<file path="config.mk">
export PLATFORM = sky130hd
export DESIGN_NAME = btar_sequencer
export DESIGN_NICKNAME = d
export VERILOG_FILES = /design/src/shared/btar_pkg.sv /design/src/hdl/btar_code_conv.sv /design/src/hdl/btar_sequencer.sv
export SDC_FILE = /design/constraint.sdc
export NUM_CORES = 1
export LEC_CHECK = 0
export BUFFER_PORTS_ARGS = -buffer_cell sky130_fd_sc_hd__buf_2
export CORE_ASPECT_RATIO = 1.2
export CORE_MARGIN = 2
export CORE_UTILIZATION = 40
export DETAILED_ROUTE_END_ITERATION = 7
export PLACE_DENSITY_LB_ADDON = 0.3
export SLEW_MARGIN = 20
export SYNTH_ARGS = -nofsm -noshare
export SYNTH_HDL_FRONTEND = slang
export SYNTH_HIERARCHICAL = 1
export SYNTH_SLANG_ARGS = --single-unit
</file>
<file path="constraint.sdc">
create_clock -name aclk -period 4.55 [get_ports aclk]
set_input_delay 0.91 -clock aclk [delete_from_list [all_inputs] [get_ports aclk]]
set_output_delay 0.91 -clock aclk [all_outputs]
set_load 0.005 [all_outputs]
</file>
<file path="src/shared/btar_pkg.sv">
// Package: register map, character codes and sequencing constants
package btar_pkg;

  // Register byte offsets
  localparam logic [7:0] OFS_CTRL    = 8'h00;
  localparam logic [7:0] OFS_STATUS  = 8'h04;
  localparam logic [7:0] OFS_DATA    = 8'h08;
  localparam logic [7:0] OFS_IRQ_ST  = 8'h0C;
  localparam logic [7:0] OFS_IRQ_EN  = 8'h10;
  localparam logic [7:0] OFS_IRQ_CLR = 8'h14;

  // Control register fields
  localparam int CTRL_START  = 0;
  localparam int CTRL_FORMAT = 1;
  localparam int CTRL_INVERT = 2;
  localparam int CTRL_IRQ_MODE = 3;

  // Status register fields
  localparam int ST_BUSY  = 0;
  localparam int ST_AVAIL = 1;
  localparam int ST_RDY_A = 2;
  localparam int ST_RDY_B = 3;

  // Interrupt status fields
  localparam int IRQ_AVAIL = 0;
  localparam int IRQ_DONE  = 1;

  // Reset values
  localparam logic [3:0] CTRL_RESET = 4'h0;
  localparam logic [1:0] IRQ_EN_RESET = 2'h0;

  // Trigger pulse width
  localparam int TRIG_NS     = 1000;
  localparam int CLK_MHZ     = 50;
  localparam int TRIG_CYCLES = (TRIG_NS * CLK_MHZ + 999) / 1000;

  localparam int CHAR_COUNT = 16;

  // ASCII codes
  localparam logic [7:0] CH_ZERO  = 8'h30;
  localparam logic [7:0] CH_LF    = 8'h0A;
  localparam logic [7:0] CH_PLUS  = 8'h2B;
  localparam logic [7:0] CH_COMMA = 8'h2C;
  localparam logic [7:0] CH_MINUS = 8'h2D;
  localparam logic [7:0] CH_E     = 8'h45;
  localparam logic [7:0] CH_POINT = 8'h2E;

  // Source of one character position
  typedef enum logic [2:0] {
    SRC_DIGIT = 3'b000,
    SRC_SIGN1 = 3'b001,
    SRC_SIGN2 = 3'b010,
    SRC_OVERLOAD_IN  = 3'b011,
    SRC_E     = 3'b100,
    SRC_COMMA = 3'b101,
    SRC_LF    = 3'b110
  } btar_src_t;

  typedef enum logic [1:0] {
    ST_IDLE = 2'b00,
    ST_TRIG = 2'b01,
    ST_WAIT = 2'b10,
    ST_SEND = 2'b11
  } btar_state_t;

endpackage : btar_pkg

</file>
<file path="src/hdl/btar_code_conv.sv">
// Code converter: 4-bit field to ASCII character
module btar_code_conv (
  input  wire logic [3:0] code,
  input  wire logic       invert,
  output logic      [7:0] ascii
);

  logic [3:0] c;

  // Polarity fix, then table lookup
  always_comb begin
    c = invert ? ~code : code;
    if (c <= 4'h9) begin
      ascii = btar_pkg::CH_ZERO + {4'h0, c};
    end else begin
      case (c)
        4'hA:    ascii = btar_pkg::CH_LF;
        4'hB:    ascii = btar_pkg::CH_PLUS;
        4'hC:    ascii = btar_pkg::CH_COMMA;
        4'hD:    ascii = btar_pkg::CH_MINUS;
        4'hE:    ascii = btar_pkg::CH_E;
        default: ascii = btar_pkg::CH_POINT;
      endcase
    end
  end

endmodule : btar_code_conv

</file>
<file path="src/hdl/btar_sequencer.sv">
// BCD reading sequencer with AXI4-Lite register slave
//
// The implementer's own choices: register access over AXI4-Lite and the address map.
module btar_sequencer #(
  parameter int TRIG_LEN = btar_pkg::TRIG_CYCLES
) (
  input  wire logic        aclk,
  input  wire logic        aresetn,
  input  wire logic [7:0]  s_axi_awaddr,
  input  wire logic        s_axi_awvalid,
  output logic             s_axi_awready,
  input  wire logic [31:0] s_axi_wdata,
  input  wire logic [3:0]  s_axi_wstrb,
  input  wire logic        s_axi_wvalid,
  output logic             s_axi_wready,
  output logic [1:0]       s_axi_bresp,
  output logic             s_axi_bvalid,
  input  wire logic        s_axi_bready,
  input  wire logic [7:0]  s_axi_araddr,
  input  wire logic        s_axi_arvalid,
  output logic             s_axi_arready,
  output logic [31:0]      s_axi_rdata,
  output logic [1:0]       s_axi_rresp,
  output logic             s_axi_rvalid,
  input  wire logic        s_axi_rready,
  input  wire logic [39:0] digit_fields,
  input  wire logic        mantissa_sign_in,
  input  wire logic        second_sign_in,
  input  wire logic        overload_in,
  input  wire logic        ready_in_first,
  input  wire logic        ready_in_second,
  output logic             trigger_out_first,
  output logic             trigger_out_second,
  output logic             irq
);

  // Trigger counter is eight bits wide
  if (TRIG_LEN < 1 || TRIG_LEN > 255) begin : g_bad_trig_len
    $error("TRIG_LEN out of range");
  end

  typedef struct packed {
    btar_pkg::btar_state_t state;
    logic [7:0]  trig_cnt;
    logic [3:0]  char_idx;
    logic [3:0]  ctrl;
    logic        got_a;
    logic        got_b;
    logic [1:0]  irq_st;
    logic [1:0]  irq_en;
    logic        aw_held;
    logic [7:0]  aw_addr;
    logic        w_held;
    logic [31:0] w_data;
    logic [3:0]  w_strb;
    logic        bvalid;
    logic        rvalid;
    logic [31:0] rdata;
    logic [1:0]  rresp;
    logic [1:0]  bresp;
    logic [2:0]  rdy_a_sync;
    logic [2:0]  rdy_b_sync;
    logic [43:0] pin_s1;
    logic [43:0] pin_s2;
  } btar_regs_t;

  btar_regs_t r;
  btar_regs_t next_r;

  btar_pkg::btar_src_t src;
  logic [3:0]  field_sel;
  logic [3:0]  code;
  logic [7:0]  conv_char;
  logic [7:0]  out_char;
  logic        char_ready;
  logic        fmt_opt;
  logic [39:0] dig_s;
  logic        sign1_s;
  logic        sign2_s;
  logic        ovl_s;
  logic        data_inv;
  logic        conv_inv;

  // Field of a 1-based digit number
  function automatic logic [3:0] btar_field(input logic [39:0] d,
                                            input logic [3:0] n);
    logic [5:0] base;
    base = {n - 4'h1, 2'b00};
    btar_field = d[base +: 4];
  endfunction : btar_field

  assign dig_s   = r.pin_s2[39:0];
  assign sign1_s = r.pin_s2[40];
  assign sign2_s = r.pin_s2[41];
  assign ovl_s   = r.pin_s2[42];
  assign fmt_opt = r.ctrl[btar_pkg::CTRL_FORMAT];
  assign data_inv = r.ctrl[btar_pkg::CTRL_INVERT];
  // Single lines are fixed before coding, so only fields pass inverted
  assign conv_inv = data_inv && (src == btar_pkg::SRC_DIGIT);

  // Position map for both orderings
  always_comb begin
    src = btar_pkg::SRC_DIGIT;
    field_sel = 4'h1;
    if (!fmt_opt) begin
      case (r.char_idx)
        4'd0:  src = btar_pkg::SRC_SIGN1;
        4'd9:  src = btar_pkg::SRC_E;
        4'd10: src = btar_pkg::SRC_SIGN2;
        4'd11: field_sel = 4'd9;
        4'd12: src = btar_pkg::SRC_COMMA;
        4'd13: src = btar_pkg::SRC_OVERLOAD_IN;
        4'd14: field_sel = 4'd10;
        4'd15: src = btar_pkg::SRC_LF;
        default: field_sel = r.char_idx;
      endcase
    end else begin
      case (r.char_idx)
        4'd0:  src = btar_pkg::SRC_SIGN1;
        4'd1:  field_sel = 4'd4;
        4'd2:  field_sel = 4'd2;
        4'd3:  field_sel = 4'd6;
        4'd4:  field_sel = 4'd8;
        4'd5:  src = btar_pkg::SRC_COMMA;
        4'd6:  src = btar_pkg::SRC_SIGN2;
        4'd7:  field_sel = 4'd10;
        4'd8:  field_sel = 4'd1;
        4'd9:  field_sel = 4'd5;
        4'd10: field_sel = 4'd3;
        4'd11: field_sel = 4'd7;
        4'd12: src = btar_pkg::SRC_E;
        4'd13: src = btar_pkg::SRC_OVERLOAD_IN;
        4'd14: field_sel = 4'd9;
        default: src = btar_pkg::SRC_LF;
      endcase
    end
  end

  // Code for the current position
  always_comb begin
    case (src)
      btar_pkg::SRC_SIGN1: code = (sign1_s ^ data_inv) ? 4'hD : 4'hB;
      btar_pkg::SRC_SIGN2: code = (sign2_s ^ data_inv) ? 4'hD : 4'hB;
      btar_pkg::SRC_OVERLOAD_IN:  code = {ovl_s ^ data_inv, 3'b000};
      default:             code = btar_field(dig_s, field_sel);
    endcase
  end

  btar_code_conv u_conv (
    .code   (code),
    .invert (conv_inv),
    .ascii  (conv_char)
  );

  // Inserted characters bypass polarity
  always_comb begin
    case (src)
      btar_pkg::SRC_E:     out_char = btar_pkg::CH_E;
      btar_pkg::SRC_COMMA: out_char = btar_pkg::CH_COMMA;
      btar_pkg::SRC_LF:    out_char = btar_pkg::CH_LF;
      btar_pkg::SRC_SIGN1,
      btar_pkg::SRC_SIGN2,
      btar_pkg::SRC_OVERLOAD_IN:
        out_char = conv_char;                      // Polarity fixed earlier
      default:             out_char = conv_char;
    endcase
  end

  // Source ready: in optional order, positions 6..11 need second ready
  always_comb begin
    char_ready = r.got_a;
    if (fmt_opt && r.char_idx >= 4'd6 && r.char_idx <= 4'd11) begin
      char_ready = r.got_b;
    end
  end

  logic aw_ok;
  logic ar_ok;
  logic wr_go;
  logic data_rd;
  logic start_wr;
  logic [31:0] rd_val;

  assign s_axi_awready = !r.aw_held && !r.bvalid;
  assign s_axi_wready  = !r.w_held && !r.bvalid;
  assign s_axi_arready = !r.rvalid;
  assign s_axi_bvalid  = r.bvalid;
  assign s_axi_bresp   = r.bresp;
  assign s_axi_rvalid  = r.rvalid;
  assign s_axi_rdata   = r.rdata;
  assign s_axi_rresp   = r.rresp;
  assign trigger_out_first  = (r.state == btar_pkg::ST_TRIG);
  assign trigger_out_second = (r.state == btar_pkg::ST_TRIG);
  assign irq = r.ctrl[btar_pkg::CTRL_IRQ_MODE] &&
               |(r.irq_st & r.irq_en);

  // Read mux
  always_comb begin
    ar_ok = 1'b1;
    rd_val = 32'h0000_0000;
    if (s_axi_araddr == btar_pkg::OFS_CTRL) begin
      rd_val = {28'h0, r.ctrl};
    end else if (s_axi_araddr == btar_pkg::OFS_STATUS) begin
      rd_val = {28'h0, r.got_b, r.got_a,
                (r.state == btar_pkg::ST_SEND) && char_ready,
                r.state != btar_pkg::ST_IDLE};
    end else if (s_axi_araddr == btar_pkg::OFS_DATA) begin
      rd_val = {20'h0, r.char_idx, out_char};
    end else if (s_axi_araddr == btar_pkg::OFS_IRQ_ST) begin
      rd_val = {30'h0, r.irq_st};
    end else if (s_axi_araddr == btar_pkg::OFS_IRQ_EN) begin
      rd_val = {30'h0, r.irq_en};
    end else if (s_axi_araddr == btar_pkg::OFS_IRQ_CLR) begin
      rd_val = 32'h0000_0000;
    end else begin
      ar_ok = 1'b0;
    end
  end

  // Next state
  always_comb begin
    next_r = r;
    next_r.pin_s1 = {1'b0, overload_in, second_sign_in, mantissa_sign_in,
                     digit_fields};
    next_r.pin_s2 = r.pin_s1;
    next_r.rdy_a_sync = {r.rdy_a_sync[1:0], ready_in_first};
    next_r.rdy_b_sync = {r.rdy_b_sync[1:0], ready_in_second};
    start_wr = 1'b0;
    data_rd = 1'b0;

    // Write channel capture
    if (s_axi_awvalid && s_axi_awready) begin
      next_r.aw_held = 1'b1;
      next_r.aw_addr = s_axi_awaddr;
    end
    if (s_axi_wvalid && s_axi_wready) begin
      next_r.w_held = 1'b1;
      next_r.w_data = s_axi_wdata;
      next_r.w_strb = s_axi_wstrb;
    end
    wr_go = r.aw_held && r.w_held;
    aw_ok = 1'b1;
    if (wr_go) begin
      next_r.aw_held = 1'b0;
      next_r.w_held = 1'b0;
      next_r.bvalid = 1'b1;
      if (r.aw_addr == btar_pkg::OFS_CTRL) begin
        if (r.w_strb[0]) begin
          next_r.ctrl = {r.w_data[3:1], 1'b0};
          start_wr = r.w_data[btar_pkg::CTRL_START];
        end
      end else if (r.aw_addr == btar_pkg::OFS_IRQ_EN) begin
        if (r.w_strb[0]) next_r.irq_en = r.w_data[1:0];
      end else if (r.aw_addr == btar_pkg::OFS_IRQ_CLR) begin
        if (r.w_strb[0]) next_r.irq_st = r.irq_st & ~r.w_data[1:0];
      end else if (r.aw_addr != btar_pkg::OFS_STATUS &&
                   r.aw_addr != btar_pkg::OFS_DATA &&
                   r.aw_addr != btar_pkg::OFS_IRQ_ST) begin
        aw_ok = 1'b0;
      end
      next_r.bresp = aw_ok ? 2'b00 : 2'b10;
    end
    if (r.bvalid && s_axi_bready) next_r.bvalid = 1'b0;

    // Read channel
    if (s_axi_arvalid && s_axi_arready) begin
      next_r.rvalid = 1'b1;
      next_r.rdata = rd_val;
      next_r.rresp = ar_ok ? 2'b00 : 2'b10;
      data_rd = (s_axi_araddr == btar_pkg::OFS_DATA);
    end
    if (r.rvalid && s_axi_rready) next_r.rvalid = 1'b0;

    // Reading sequence
    case (r.state)
      btar_pkg::ST_IDLE: begin
        if (start_wr) begin
          next_r.state = btar_pkg::ST_TRIG;
          next_r.trig_cnt = 8'h00;
          next_r.got_a = 1'b0;
          next_r.got_b = 1'b0;
          next_r.char_idx = 4'h0;
        end
      end
      btar_pkg::ST_TRIG: begin
        next_r.trig_cnt = r.trig_cnt + 8'h01;
        if (r.trig_cnt == 8'(TRIG_LEN - 1)) begin
          next_r.state = btar_pkg::ST_WAIT;
        end
      end
      btar_pkg::ST_WAIT: begin
        if (r.got_a) begin
          next_r.state = btar_pkg::ST_SEND;
        end
      end
      default: begin
        if (data_rd && char_ready) begin
          next_r.char_idx = r.char_idx + 4'h1;
          if (r.char_idx == 4'(btar_pkg::CHAR_COUNT - 1)) begin
            next_r.state = btar_pkg::ST_IDLE;
          end
        end
      end
    endcase

    // Ready rises after start; a level left from the last reading is stale
    if (r.state != btar_pkg::ST_IDLE) begin
      if (r.rdy_a_sync[1] && !r.rdy_a_sync[2]) next_r.got_a = 1'b1;
      if (r.rdy_b_sync[1] && !r.rdy_b_sync[2]) next_r.got_b = 1'b1;
    end

    // Sticky events; set wins over clear
    if (r.state == btar_pkg::ST_WAIT && r.got_a) begin
      next_r.irq_st[btar_pkg::IRQ_AVAIL] = 1'b1;
    end
    if (r.state == btar_pkg::ST_SEND && data_rd && char_ready &&
        r.char_idx == 4'(btar_pkg::CHAR_COUNT - 1)) begin
      next_r.irq_st[btar_pkg::IRQ_DONE] = 1'b1;
    end

    if (!aresetn) begin
      next_r = '0;
      next_r.state = btar_pkg::ST_IDLE;
      next_r.ctrl = btar_pkg::CTRL_RESET;
      next_r.irq_en = btar_pkg::IRQ_EN_RESET;
    end
  end

  // State register
  always_ff @(posedge aclk) begin
    r <= next_r;
  end

endmodule : btar_sequencer

</file>
==> impl_metrics.env <==
export IMPL_fin_skew_ns=0.0103
export IMPL_starting_density_pct=40.6
export IMPL_final_min_period_over_clock_period_pct=96.1
export IMPL_fp_row_count=52
export IMPL_clock_fmax_mhz=229
export IMPL_dp_slack_ns=0.0596
export IMPL_clock_network_fraction_of_total_power_pct=45.7
export IMPL_grtUsageTotal_pct=15.3
export IMPL_h_tree_depth=4
export IMPL_slew_violations=0
export IMPL_route_antenna_remaining_nets=0
export IMPL_synthTopCellsByCount="146 x sky130_fd_sc_hd__dfxtp_1, 97 x sky130_fd_sc_hd__and2_1, 68 x sky130_fd_sc_hd__nand2_1"
export IMPL_drive_gt1_share_pct=23.2
export IMPL_critPathMaxStageDelay_ns=0.47
export IMPL_max_cap_violations=0
export IMPL_clkSinkCount=146
export IMPL_cp_max_fo=8
export IMPL_worst_path_dominant_cell_family="compound AO/OA/AOI/OAI gates"
export IMPL_cts_tree="built"
export IMPL_area_delta_synth_final_pct=17.0
export IMPL_timing_critical_path_slowest_stage_cell="sky130_fd_sc_hd__or4b_1"
export IMPL_synth_area_um2=6790
export IMPL_ir_drop_mv=0.275
export IMPL_criticalPathCategory="flip-flop to flip-flop"
export IMPL_cts_clk_slew_worst_paths_ns=0.06
export IMPL_antenna_cells=0
export IMPL_final_nets=953
export IMPL_synthFlopType="sky130_fd_sc_hd__dfxtp_1"
export IMPL_postSynth_asyncResetShare_pct=0
export IMPL_post_synth_inst_count=754
export IMPL_holdBufCountCts=0
export IMPL_cell_internal_pwr_mw=2.21
export IMPL_fillCellCount=1625
export IMPL_transition_time_at_the_pin_with_the_least_slew_margin_ns=0.753
export IMPL_multi_input_comb_area_um2=3430
export IMPL_detailedPlacementHpwl_mm=9.47
export IMPL_crit_top_cell="sky130_fd_sc_hd__buf_4"
export IMPL_ctsRootBufferMaster="sky130_fd_sc_hd__clkbuf_16"
export IMPL_finalSetupViolations=0
export IMPL_num_vias=5106
export IMPL_maximum_number_of_pins_on_one_net_before_global_route_repair=101
export IMPL_arrival_ns=4.72
export IMPL_gpl_final_weighted_congestion=0.806
export IMPL_worst_path_setup_slack_after_routing_ns=0.178
export IMPL_globalRouteOverflowTotal=0
export IMPL_drt_iter0_markers=300
export IMPL_clk_path_buf_depth=2
export IMPL_dieArea_um2=18000
export IMPL_placeableCoreArea_um2=16700
export IMPL_pin_count=148
export IMPL_die_w_um=123
export IMPL_post_synth_top_area_fraction_pct=43.1
export IMPL_sequentialPowerShare_pct=47.1
export IMPL_yosys_top_cells_area="sky130_fd_sc_hd__dfxtp_1 43%, sky130_fd_sc_hd__and2_1 8.9%, sky130_fd_sc_hd__buf_4 4.8%, sky130_fd_sc_hd__a21oi_1 3.8%, sky130_fd_sc_hd__nand2_1 3.8%"
export IMPL_leakage_power_summed_over_all_cells_nw=3.30
export IMPL_io_buffer_count=94
export IMPL_place_inst=1033
export IMPL_synthMostInstantiatedCell="sky130_fd_sc_hd__dfxtp_1"
export IMPL_clock_latency_ns=0.42
export IMPL_critPathLaunchType="flip-flop"
export IMPL_finalWorstPathRequiredPeriod_ns=4.37
export IMPL_first_global_vias=4645
export IMPL_worst_setup_path_end_kind="flip-flop"
export IMPL_yosys_warnings=6
export IMPL_class_of_the_tightest_hold_or_removal_check="flip-flop to flip-flop"
export IMPL_slew_limit_headroom_pct=49.7
export IMPL_final_cells=1065
export IMPL_grt_antenna_before_repair=0
export IMPL_synth_area_leader_cell="sky130_fd_sc_hd__dfxtp_1"
export IMPL_run_status="finished, final reports clean"
export IMPL_synth_seq_cells=146
export IMPL_register_area_um2=2930
export IMPL_count_of_flip_flops_with_a_built_in_enable_after_synthesis=0
export IMPL_drt_total_wl_mm=13.5
export IMPL_drc=0
export IMPL_final_hold_violation_count=0
export IMPL_die_extent_in_y_um=147
export IMPL_timing_critical_path_cells="buf_4, ha_1, or4b_1, o21a_1, o221ai_2, nand2_1, ha_1, or3_4, buf_4, and3_1, a211oi_2, a2111oi_4, a22o_1, buf_4, nand2b_1, o22ai_2, inv_1, a221oi_2, o211ai_1, a21oi_1"
export IMPL_routed_wire_length_per_instance_um=12.6
export IMPL_power_switching_mw=0.656
export IMPL_via_per_inst=4.79
export IMPL_crit_required_ns=4.90
export IMPL_ys_seq_area_share_pct=43.1
export IMPL_grt_first_pass_wirelength_mm=21.7
export IMPL_pwr_share_comb_pct=7.2
export IMPL_timing_critical_path_buf_inv=4
export IMPL_drt_first_pass_iters=4
export IMPL_netlist_cell_type_count=80
export IMPL_power_switching_share_pct=22.9
export IMPL_p_per_area_nw_per_um2=361
export IMPL_syn_area_per_cell_um2=9.00
export IMPL_numCtsBuffers=17
[layer usage]
layer	vias to the layer above	part of all wire (%)	GRT usage (%)
li1	2685	-	-
met1	2274	45	18.6
met2	123	48	24.9
met3	24	4.5	3.98
met4	0	2.3	7.13
met5	-	0	0
[cells in the final DEF, fill, tap and decap left out, types with 6 or more instances in the layout]
cell	n
sky130_fd_sc_hd__mux2i_1	15
sky130_fd_sc_hd__inv_1	21
sky130_fd_sc_hd__buf_4	26
sky130_fd_sc_hd__mux2_2	7
sky130_fd_sc_hd__conb_1	23
sky130_fd_sc_hd__nand3_1	16
sky130_fd_sc_hd__a211oi_1	7
sky130_fd_sc_hd__nor3b_1	6
sky130_fd_sc_hd__nand2_1	68
sky130_fd_sc_hd__and3_1	12
sky130_fd_sc_hd__nor3_1	8
sky130_fd_sc_hd__o21ai_0	12
sky130_fd_sc_hd__a21oi_1	49
sky130_fd_sc_hd__or3_1	6
sky130_fd_sc_hd__ha_1	12
sky130_fd_sc_hd__dfxtp_1	144
sky130_fd_sc_hd__xor2_1	6
sky130_fd_sc_hd__clkbuf_16	17
sky130_fd_sc_hd__and2_1	97
sky130_fd_sc_hd__buf_2	94
sky130_fd_sc_hd__nor2b_1	8
sky130_fd_sc_hd__nor2_1	53
sky130_fd_sc_hd__nand2b_1	12
[sequential cells by signal, indices dropped and copies added (netlist names)]
register      cells
s_axi_bvalid      1
ovl_s             1
s_axi_rdata      12
s_axi_bresp       1
data_inv          1
r                87
s_axi_rvalid      1
dig_s            40
s_axi_rresp       1
fmt_opt           1
[kinds of logic (layout without fill, tap and decap cells)]
group	count (synthesis)	count (layout)	synth area share [%]
AO/OA/AOI/OAI	148	148	15.7
XOR/XNOR	11	11	1.42
adder cells (fa/ha/maj)	13	13	2.40
buffers and inverters	100	174	8.70
flip-flops	146	146	43.1
multiplexers	25	25	4.02
other	2	23	0.111
AND/OR/NAND/NOR	309	309	24.6
[path summary, 6_finish.rpt]
| check | from | endpoint | slack, ns | cells after the start |
|---|---|---|---|---|
| hold / removal | r[65] | dig_s[21] | 0.43 | 1 |
| hold reg to reg | r[65] | dig_s[21] | 0.43 | 1 |
| setup / recovery | r[189] | s_axi_rdata[3] | 0.18 | 20 |
| setup reg to reg | r[189] | s_axi_rdata[3] | 0.18 | 20 |
[power groups by stage]
stage	logic, mW	registers [mW]	clock network, mW
finish	0.207	1.35	1.31
floorplan	0.154	1.37	0
global placement	0.202	1.38	0
detailed placement	0.203	1.38	0
global route	0.234	1.35	1.40
CTS	0.204	1.35	1.34
[layout make-up]
cell class / instances / area share [%]
repair buffers: 120 / 8.38
clock inverters: 11 / 1.32
clock buffers: 21 / 5.80
flip-flops and latches: 146 / 36.8
well taps: 216 / 3.40
multi-input cells: 529 / 43.2
inverters: 22 / 1.04
[timing repair]
| item | in CTS | in global routing |
|---|---|---|
| setup buffers | 0 | 0 |
| endpoints found under the setup margin | 0 | 6 |
| resized for setup | 0 | 17 |
[per-stage QoR]
step | cell area (um2) | total power, mW | hold WS (ns) | utilization, % | TNS, ns
after floorplan | 6860 | 1.53 | 0.412 | - | 0
after global placement | 7290 | 1.58 | 0.415 | 43.6 | 0
after detailed placement | 7290 | 1.58 | 0.418 | 43.6 | 0
after CTS | 7860 | 2.90 | 0.428 | 47.0 | 0
after global routing | 7940 | 2.99 | 0.448 | 47.5 | -0.0233
final | 7940 | 2.86 | 0.429 | 47.5 | 0
Note: power is estimated with default switching activity, not from simulation.
